===== config.mk =====
export PLATFORM = sky130hd
export DESIGN_NAME = scsd_ctrl
export DESIGN_NICKNAME = d
export VERILOG_FILES = /design/src/scsd_pkg.sv /design/src/scsd_delay_timer.sv /design/src/scsd_ctrl.sv
export SDC_FILE = /design/constraint.sdc
export NUM_CORES = 1
export LEC_CHECK = 0
export ABC_CLOCK_PERIOD_IN_PS = 3700
export CAP_MARGIN = 20
export CORE_UTILIZATION = 30
export DETAILED_ROUTE_END_ITERATION = 7
export DONT_BUFFER_PORTS = 1
export GPL_TIMING_DRIVEN = 0
export HOLD_SLACK_MARGIN = 0.1
export PLACE_DENSITY = 0.52
export SYNTH_ARGS = -nofsm -noshare
export SYNTH_HDL_FRONTEND = slang
export SYNTH_HIERARCHICAL = 1
export SYNTH_SLANG_ARGS = --single-unit

===== constraint.sdc =====
create_clock -name CLK -period 3.7 [get_ports CLK]
set_input_delay 0.555 -clock CLK [delete_from_list [all_inputs] [get_ports CLK]]
set_output_delay 0.555 -clock CLK [all_outputs]
set_load 0.02 [all_outputs]

===== src/scsd_pkg.sv =====
// scrambler control package: register map, field positions, reset values and delay counts
package scsd_pkg;

    // register offsets on the node processor port
    localparam logic [7:0]  SCSD_CTRL_OFF     = 8'h0A;
    localparam logic [7:0]  SCSD_STAT_OFF     = 8'h10;
    localparam logic [7:0]  SCSD_IRQ_ST_OFF   = 8'h11;
    localparam logic [7:0]  SCSD_IRQ_MASK_OFF = 8'h12;

    // scrambler_control fields
    localparam int CTRL_EN_BIT     = 0;
    localparam int CTRL_LPBK_BIT   = 1;
    localparam int CTRL_OFF_EN_BIT = 6;
    localparam int CTRL_ON_EN_BIT  = 7;
    localparam int CTRL_TXOFF_LSB  = 8;
    localparam int CTRL_ON_LSB     = 10;
    localparam int CTRL_OFF_LSB    = 12;

    // line_state_status fields
    localparam int STAT_SYM_LSB    = 0;
    localparam int STAT_UNKN_BIT   = 3;
    localparam int STAT_LSM_BIT    = 4;
    localparam int STAT_CUR_LSB    = 5;
    localparam int STAT_PRIOR_LSB  = 8;
    localparam int STAT_NOSIG_BIT  = 10;
    localparam int STAT_REV_LSB    = 11;

    // interrupt status and mask fields
    localparam int IRQ_DET_ON_BIT  = 0;
    localparam int IRQ_DET_OFF_BIT = 1;
    localparam int IRQ_TXOFF_BIT   = 2;

    // reset values
    localparam logic [15:0] CTRL_RST     = 16'h0000;
    localparam logic [2:0]  IRQ_MASK_RST = 3'h0;

    // timing, in ns as printed, and the local clock period
    localparam int CLK_PERIOD_NS = 25;
    localparam int DET_OFF_00_NS = 760;
    localparam int DET_ON_00_NS  = 840;
    localparam int DET_01_NS     = 1320;
    localparam int DET_10_NS     = 2520;
    localparam int DET_11_NS     = 5120;
    localparam int TXOFF_01_NS   = 30000;
    localparam int TXOFF_10_NS   = 50000;

    // nearest whole cycle
    function automatic logic [10:0] scsd_ns_to_cyc(input int ns);
        return 11'((ns + CLK_PERIOD_NS / 2) / CLK_PERIOD_NS);
    endfunction

    localparam logic [10:0] DET_OFF_00_CYC = scsd_ns_to_cyc(DET_OFF_00_NS);
    localparam logic [10:0] DET_ON_00_CYC  = scsd_ns_to_cyc(DET_ON_00_NS);
    localparam logic [10:0] DET_01_CYC     = scsd_ns_to_cyc(DET_01_NS);
    localparam logic [10:0] DET_10_CYC     = scsd_ns_to_cyc(DET_10_NS);
    localparam logic [10:0] DET_11_CYC     = scsd_ns_to_cyc(DET_11_NS);
    localparam logic [10:0] TXOFF_01_CYC   = scsd_ns_to_cyc(TXOFF_01_NS);
    localparam logic [10:0] TXOFF_10_CYC   = scsd_ns_to_cyc(TXOFF_10_NS);

    // transmitter-off delay selections
    typedef enum logic [1:0] {
        TXOFF_NOW   = 2'b00,
        TXOFF_30US  = 2'b01,
        TXOFF_50US  = 2'b10,
        TXOFF_NEVER = 2'b11
    } scsd_txoff_t;

endpackage


===== src/scsd_delay_timer.sv =====
// delay counter: counts while run is high, expired once the limit is reached
`timescale 1ns/1ps
module scsd_delay_timer (
    input  wire logic        clk,
    input  wire logic        rst,
    input  wire logic        ce,
    input  wire logic        run,
    input  wire logic [10:0] limit,
    output logic             expired
);

    typedef struct packed {
        logic [10:0] cnt;
    } scsd_tmr_t;

    scsd_tmr_t tmr_q;
    scsd_tmr_t tmr_d;

    // >= so a limit lowered mid-count still ends the wait
    assign expired = run && (tmr_q.cnt >= limit);

    always_comb begin
        tmr_d = tmr_q;
        if (!run) begin
            tmr_d.cnt = 11'h000;
        end else if (tmr_q.cnt < limit) begin
            tmr_d.cnt = tmr_q.cnt + 11'h001;
        end
    end

    always_ff @(posedge clk) begin
        if (rst) begin
            tmr_q <= '0;
        end else if (ce) begin
            tmr_q <= tmr_d;
        end
    end

endmodule


===== src/scsd_ctrl.sv =====
// scrambler control, signal-detect delay, transmitter-off delay and status registers
//
// Summary of operation
// - reset clears control bits 15 down to 1.
// - after reset bit 0 reads as the scrambler strap level.
// - control register sits at offset 0A, readable and writable.
// - off-delay field picks 0.76, 1.32, 2.52 or 5.12 us.
// - on-delay field picks 0.84, 1.32, 2.52 or 5.12 us.
// - on-delay enable with scrambling delays signal-detect rising.
// - off-delay enable with scrambling delays signal-detect falling.
// - transmitter-off field 01 waits 30 us, 10 waits 50 us.
// - field 00 raises transmitter-off at once; 11 never raises it.
// - loopback bit routes scrambler output into the descrambler.
// - strap low: software bit 0 enables scrambling, default 0.
// - strap high: scrambler enable held at one.
// - status register at offset 10 is read-only.
// - status bit 10 is the inverse of the signal-present pin.
// - status bits 15 to 11 hold a fixed revision code.
`timescale 1ns/1ps
module scsd_ctrl
    import scsd_pkg::*;
#(
    parameter logic [4:0] SILICON_REV_CODE = 5'h0A  // value is arbitrary
) (
    input  wire logic        CLK,
    input  wire logic        RST,
    input  wire logic        CE,
    input  wire logic [7:0]  ADDR,
    input  wire logic [15:0] WDATA,
    input  wire logic        WR,
    input  wire logic        RD,
    output logic      [15:0] RDATA,
    input  wire logic        SCRAMBLER_STRAP_PIN,
    input  wire logic        SIGNAL_PRESENT_INPUT,
    input  wire logic        TX_QUIET_SCRAMBLED,
    input  wire logic [2:0]  CURRENT_LINE_STATE,
    input  wire logic [1:0]  PRIOR_LINE_STATE,
    input  wire logic        LINE_STATE_MACHINE_STATE,
    input  wire logic        UNKNOWN_LINE_STATE,
    input  wire logic [2:0]  SYMBOL_PAIR_COUNT,
    output logic             SCRAMBLER_EN,
    output logic             SCRAMBLER_LOOPBACK,
    output logic             SIGNAL_DETECT,
    output logic             OPTICAL_TX_OFF,
    output logic             IRQ
);

    typedef struct packed {
        logic [15:0] ctrl;
        logic        strap_m;
        logic        strap_s;
        logic        sd_m;
        logic        sd_s;
        logic        det;
        logic        tx_off;
        logic [2:0]  irq_st;
        logic [2:0]  irq_mask;
        logic [15:0] rdata;
        logic [11:0] mis_cnt;
        logic [11:0] quiet_cnt;
    } scsd_state_t;

    localparam scsd_state_t ST_RST = '{
        ctrl:     CTRL_RST,
        irq_mask: IRQ_MASK_RST,
        default:  '0
    };

    scsd_state_t st_q;
    scsd_state_t st_d;

    logic        scr_en;
    logic [15:0] ctrl_rd;
    logic [15:0] stat_rd;
    logic [1:0]  off_sel;
    logic [1:0]  on_sel;
    logic [1:0]  tx_sel;
    logic        on_en;
    logic        off_en;
    logic        quiet_scr;
    logic [10:0] off_lim;
    logic [10:0] on_lim;
    logic [10:0] sd_limit;
    logic [10:0] tx_limit;
    logic        sd_run;
    logic        sd_expired;
    logic        tx_expired;
    logic        wr_ctrl;
    logic        wr_irq;
    logic        wr_mask;
    logic [2:0]  irq_ev;

    assign off_sel = st_q.ctrl[CTRL_OFF_LSB +: 2];
    assign on_sel  = st_q.ctrl[CTRL_ON_LSB +: 2];
    assign tx_sel  = st_q.ctrl[CTRL_TXOFF_LSB +: 2];
    assign on_en   = st_q.ctrl[CTRL_ON_EN_BIT];
    assign off_en  = st_q.ctrl[CTRL_OFF_EN_BIT];

    // strap overrides the stored bit without changing it
    assign scr_en = st_q.ctrl[CTRL_EN_BIT] | st_q.strap_s;

    // bit 0 reads the effective enable, so it follows the strap after reset
    always_comb begin
        ctrl_rd = st_q.ctrl;
        ctrl_rd[CTRL_EN_BIT] = scr_en;
    end

    // status is assembled live from the line state machine inputs
    always_comb begin
        stat_rd = 16'h0000;
        stat_rd[STAT_REV_LSB +: 5] = SILICON_REV_CODE;
        stat_rd[STAT_NOSIG_BIT] = ~st_q.sd_s;
        stat_rd[STAT_PRIOR_LSB +: 2] = PRIOR_LINE_STATE;
        stat_rd[STAT_CUR_LSB +: 3] = CURRENT_LINE_STATE;
        stat_rd[STAT_LSM_BIT] = LINE_STATE_MACHINE_STATE;
        stat_rd[STAT_UNKN_BIT] = UNKNOWN_LINE_STATE;
        stat_rd[STAT_SYM_LSB +: 3] = SYMBOL_PAIR_COUNT;
    end

    // delay tables, each entry rounded to the nearest clock
    always_comb begin
        case (off_sel)
            2'b00:   off_lim = DET_OFF_00_CYC;
            2'b01:   off_lim = DET_01_CYC;
            2'b10:   off_lim = DET_10_CYC;
            default: off_lim = DET_11_CYC;
        endcase
        case (on_sel)
            2'b00:   on_lim = DET_ON_00_CYC;
            2'b01:   on_lim = DET_01_CYC;
            2'b10:   on_lim = DET_10_CYC;
            default: on_lim = DET_11_CYC;
        endcase
        case (tx_sel)
            TXOFF_30US: tx_limit = TXOFF_01_CYC;
            TXOFF_50US: tx_limit = TXOFF_10_CYC;
            default:    tx_limit = 11'h000;
        endcase
    end

    // without scrambling or with the delay disabled the detect follows at once
    always_comb begin
        sd_limit = 11'h000;
        if (scr_en && st_q.sd_s && on_en) begin
            sd_limit = on_lim;
        end else if (scr_en && !st_q.sd_s && off_en) begin
            sd_limit = off_lim;
        end
    end

    // a pin glitch shorter than the delay restarts the wait
    assign sd_run = st_q.sd_s != st_q.det;

    scsd_delay_timer u_det_timer (
        .clk     (CLK),
        .rst     (RST),
        .ce      (CE),
        .run     (sd_run),
        .limit   (sd_limit),
        .expired (sd_expired)
    );

    assign quiet_scr = TX_QUIET_SCRAMBLED & scr_en;

    scsd_delay_timer u_tx_timer (
        .clk     (CLK),
        .rst     (RST),
        .ce      (CE),
        .run     (quiet_scr),
        .limit   (tx_limit),
        .expired (tx_expired)
    );

    // register port decode
    always_comb begin
        wr_ctrl = 1'b0;
        wr_irq  = 1'b0;
        wr_mask = 1'b0;
        if (WR && ADDR == SCSD_CTRL_OFF) begin
            wr_ctrl = 1'b1;
        end else if (WR && ADDR == SCSD_IRQ_ST_OFF) begin
            wr_irq = 1'b1;
        end else if (WR && ADDR == SCSD_IRQ_MASK_OFF) begin
            wr_mask = 1'b1;
        end
    end

    always_comb begin
        st_d = st_q;
        // two-stage synchronisers on the pins
        st_d.strap_m = SCRAMBLER_STRAP_PIN;
        st_d.strap_s = st_q.strap_m;
        st_d.sd_m    = SIGNAL_PRESENT_INPUT;
        st_d.sd_s    = st_q.sd_m;

        // reserved and diagnostic bits are stored as written
        if (wr_ctrl) begin
            st_d.ctrl = WDATA;
        end

        if (sd_expired) begin
            st_d.det = st_q.sd_s;
        end

        st_d.tx_off = quiet_scr && tx_sel != TXOFF_NEVER && tx_expired;

        irq_ev = 3'h0;
        irq_ev[IRQ_DET_ON_BIT]  = sd_expired && st_q.sd_s && !st_q.det;
        irq_ev[IRQ_DET_OFF_BIT] = sd_expired && !st_q.sd_s && st_q.det;
        irq_ev[IRQ_TXOFF_BIT]   = st_d.tx_off && !st_q.tx_off;
        // a new event wins over a clear in the same cycle
        if (wr_irq) begin
            st_d.irq_st = (st_q.irq_st & ~WDATA[2:0]) | irq_ev;
        end else begin
            st_d.irq_st = st_q.irq_st | irq_ev;
        end
        if (wr_mask) begin
            st_d.irq_mask = WDATA[2:0];
        end

        // read data stands only in the cycle after the strobe
        st_d.rdata = 16'h0000;
        if (RD) begin
            if (ADDR == SCSD_CTRL_OFF) begin
                st_d.rdata = ctrl_rd;
            end else if (ADDR == SCSD_STAT_OFF) begin
                st_d.rdata = stat_rd;
            end else if (ADDR == SCSD_IRQ_ST_OFF) begin
                st_d.rdata = {13'h0000, st_q.irq_st};
            end else if (ADDR == SCSD_IRQ_MASK_OFF) begin
                st_d.rdata = {13'h0000, st_q.irq_mask};
            end
        end

        // cycle counters watched by the checks below
        if (!sd_run) begin
            st_d.mis_cnt = 12'h000;
        end else if (st_q.mis_cnt != 12'hFFF) begin
            st_d.mis_cnt = st_q.mis_cnt + 12'h001;
        end
        if (!quiet_scr) begin
            st_d.quiet_cnt = 12'h000;
        end else if (st_q.quiet_cnt != 12'hFFF) begin
            st_d.quiet_cnt = st_q.quiet_cnt + 12'h001;
        end
    end

    // reset dominates the clock enable so the strap is sampled cleanly
    always_ff @(posedge CLK) begin
        if (RST) begin
            st_q <= ST_RST;
        end else if (CE) begin
            st_q <= st_d;
        end
    end

    assign RDATA              = st_q.rdata;
    assign SCRAMBLER_EN       = scr_en;
    assign SCRAMBLER_LOOPBACK = st_q.ctrl[CTRL_LPBK_BIT];
    assign SIGNAL_DETECT      = st_q.det;
    assign OPTICAL_TX_OFF     = st_q.tx_off;
    assign IRQ                = |(st_q.irq_st & st_q.irq_mask);
endmodule


==> impl_metrics.py <==
metrics = {
    "drt": {
        "ant_nets": 0,
        "detail_route.wirelength_um": 11400,
        "dr_total_vias": 3866,
        "routedWlPerCell_um": 15.4,
        "drc_errors": 0,
        "detail_route.first_pass.iterations": 4,
        "initialDrtViolationCount": 199,
        "via_per_inst": 5.22,
    },
    "setup_path": {
        "timing.critical_path.buf_inv": 4,
        "endpoint_arrival_time_on_the_critical_path_ns": 3.70,
        "reg2reg_setup_slack_ns": 0.22,
        "cp-start-kind": "register",
        "critical-path-slowest-cell": "sky130_fd_sc_hd__o31ai_1",
        "cp_top_family": "compound AO/OA/AOI/OAI gates",
        "critical_path.cell_chain": "or2_2 -> clkbuf_2 -> and3_1 -> clkbuf_1 -> o21ai_0 -> nand2_1 -> inv_1 -> ha_1 -> a21oi_1 -> a21oi_1 -> o31ai_1 -> buf_2 -> a31oi_1 -> nand2_1 -> nor3b_1 -> a21oi_1 -> nor2_1",
        "r2r_cells": 17,
        "critPathMaxFanout": 10,
        "worst_path_largest_cell_delay_ns": 0.53,
        "regToRegEndpoint": "st_q[44]$_SDFFE_PP0P_",
        "criticalPathCategory": "register to register",
        "worst_r2r_start": "st_q[50]$_SDFFE_PP0P_",
        "crit_top_cell": "sky130_fd_sc_hd__a21oi_1",
        "critPathRequiredTime_ns": 3.92,
        "critPathCaptureType": "register",
    },
    "hold_path": {
        "worstHoldPathType": "input port to register",
        "hold_path_startpoint": "RST",
        "hold-path-cell-count": 1,
        "holdPathEnd": "u_det_timer/tmr_q[7]$_SDFFE_PP0P_",
    },
    "timing": {
        "timing.final.max_slew_violations": 0,
        "worst_clock_skew_ns": 0.00576,
        "fin_worst_hold_slack_ns": 0.280,
        "totalNegativeSetupSlack_ns": 0,
        "tmin_final_ns": 3.48,
        "slew_headroom_pct": 35.4,
        "timing.fmax_ghz": 0.287,
        "tightest_slew_ns": 0.956,
        "rsz0062_at_grt": "false",
        "final.period_utilization_pct": 94.1,
        "finalSetupViolCount": 0,
        "hold_viol_final": 0,
    },
    "synth": {
        "synth_enable_flop_cells": 0,
        "portion_of_synthesized_cell_area_occupied_by_the_leading_cell_type_pct": 30.9,
        "synth_area_leaders": "sky130_fd_sc_hd__dfxtp_1, sky130_fd_sc_hd__ha_1, sky130_fd_sc_hd__mux2i_1, sky130_fd_sc_hd__nor2_1, sky130_fd_sc_hd__nand2_1",
        "synth.yosys.warnings": 6,
        "post_synth_instance_area_um2": 4270,
        "postSynthAreaPerCell_um2": 7.94,
        "sequential_fraction_of_the_synthesis_area_pct": 30.9,
        "synth.distinct_cells": 53,
        "synth_flop_cell": "sky130_fd_sc_hd__dfxtp_1",
        "synth-async-reset-ratio_pct": 0,
        "synthCells": 538,
        "seq_cells_post_synth": 66,
        "synth_commonest_cells": "sky130_fd_sc_hd__dfxtp_1, sky130_fd_sc_hd__nor2_1, sky130_fd_sc_hd__nand2_1, sky130_fd_sc_hd__inv_1, sky130_fd_sc_hd__ha_1",
        "yosysMostFrequentCell": "sky130_fd_sc_hd__dfxtp_1",
        "post-synth-top-area-cell": "sky130_fd_sc_hd__dfxtp_1",
    },
    "placement": {
        "post_dp_cell_area_um2": 4520,
        "place.detailed.instances": 724,
        "placement.io_buffers": 0,
        "place_hpwl_um": 8680,
        "gp_congestion": 0.792,
    },
    "grt": {
        "grt_pass1_wl_um": 18600,
        "global_routing_s_busiest_layer": "met2",
        "global_route.overflow_total": 0,
        "globalRouteMet3Util_pct": 4.84,
        "gr_usage_total_pct": 16.4,
        "grt_max_degree": 14,
        "first_global_vias": 3746,
        "grt_antenna_before_repair": 0,
        "gr-usage-met1_pct": 20.1,
        "use_met2_pct": 26.1,
    },
    "floorplanning": {
        "floorplan.initialDensity_pct": 30.8,
        "die_w_um": 121,
        "fp.dieH_um": 121,
        "top_level_ports": 63,
        "design.die.area_um2": 14700,
        "floorplan.rows": 43,
        "core-area_um2": 13900,
    },
    "clock_tree": {
        "ctsLongestPathBuffers": 2,
        "clk_pin_slew_ns": 0.06,
        "tritoncts.num_buffers": 9,
        "clkLatencyLatePin_ns": 0.34,
        "clock_tree.htree_level_count": 3,
        "cts-root-buf": "sky130_fd_sc_hd__clkbuf_16",
        "cts.sinks": 66,
        "cts_tree": "yes",
        "cts-hold-fix-buffers": 0,
    },
    "final_layout": {
        "drive_gt1_share_pct": 9.82,
        "stdcell_count": 740,
        "post-route-util_pct": 34.9,
        "flow.area_growth_from_synthesis_pct": 13.4,
        "area_of_all_placed_cells_without_fillers_um2": 4850,
        "final_nets": 629,
        "insertedDiodeCount": 0,
    },
    "power_and_ir_drop": {
        "ir_worst_vdd_v": 0.000201,
        "cellPowerDensity_nw_per_um2": 359,
        "power.leakage_nw": 1.71,
    },
    "run_status": {
        "status": "complete, no violations",
    },
    "flow_run": {
        "max_cap_violations": 0,
    },
}
-- final cells by class --
cell class                 instances  area, um2
buffer                            41        236
inverter                          35        131
multi-input combinational        402       2610
fill                            1487       9030
clock inverter                     7        100
clock buffer                       9        225
sequential                        66       1320
tap                              180        225
-- kinds of logic (layout without fill, tap and decap cells) --
group | Yosys count | after routing | synth area share (%)
AOI/OAI and AO/OA | 120 | 120 | 18.5
xor gates and xnor gates | 1 | 1 | 0.205
adders and majority gates | 32 | 32 | 9.37
buffers and inverters | 76 | 92 | 8.58
DFF | 66 | 66 | 30.9
muxes | 24 | 24 | 5.62
other | 1 | 7 | 0.0878
and+or+nand+nor | 218 | 218 | 26.7
-- report_power, final --
part	leakage (nW)	switching [mW]	internal [mW]	total (mW)
sequential	0.532	0.00151	0.713	0.715
clock	0.161	0.351	0.597	0.947
combinational	1.02	0.0540	0.0241	0.0781
total	1.71	0.406	1.33	1.74
-- per-layer routing --
metal	vias to the layer above	wire, um
li1	1953	-
met1	1813	5220
met2	82	5260
met4	0	221
met5	-	0
met3	18	717
-- through the flow --
stage               worst slack (ns)  power (mW)
floorplan                      0.758       0.789
detailed placement            0.0887       0.808
CTS                           0.0431        1.77
global route                  0.0132        1.81
global placement               0.129       0.807
finish                         0.218        1.74
-- flip-flops by register name (all words and copies together), names as in the netlist --
register	count
RDATA	16
SIGNAL_DETECT	1
OPTICAL_TX_OFF	1
ctrl_rd	14
st_d	2
st_q	9
u_det_timer/tmr_q	11
SCRAMBLER_LOOPBACK	1
u_tx_timer/tmr_q	11
-- worst max path at each step --
stage / startpoint / depth (start not counted) / slack (ns) / to
final: st_q[50]$_SDFFE_PP0P_ / 17 / 0.22 / st_q[44]$_SDFFE_PP0P_
after global routing: st_q[50]$_SDFFE_PP0P_ / 17 / 0.01 / st_q[44]$_SDFFE_PP0P_
after CTS: st_q[50]$_SDFFE_PP0P_ / 17 / 0.04 / st_q[43]$_SDFFE_PP0P_
after detailed placement: st_q[50]$_SDFFE_PP0P_ / 17 / 0.09 / st_q[43]$_SDFFE_PP0P_
after global placement: st_q[50]$_SDFFE_PP0P_ / 17 / 0.13 / st_q[44]$_SDFFE_PP0P_
after floorplan: st_q[52]$_SDFFE_PP0P_ / 17 / 0.76 / st_q[43]$_SDFFE_PP0P_
-- layout by cell type (no fill, tap or decap), drive strengths merged, types with 3 or more instances in the layout --
cell type and n:
clkbuf 27, a31oi 26, conb 7, a31o 4
o21ai 18, dfxtp 66, a22oi 5, nor2 52
a21oi 28, ha 32, and3b 4, nor4 7
or2 7, nand2 44, inv 38, nor3 12
mux2i 24, o211ai 12, nor3b 3, o31ai 4
buf 23, nand4 11, nand2b 17, nor2b 9
nand3b 5, o311ai 8, nand3 33
-- repair_timing --
item	in CTS	in global routing
setup endpoints to repair	0	3
gates resized for setup	0	2
buffers inserted	0	0
(Power assumes the default switching activity.)
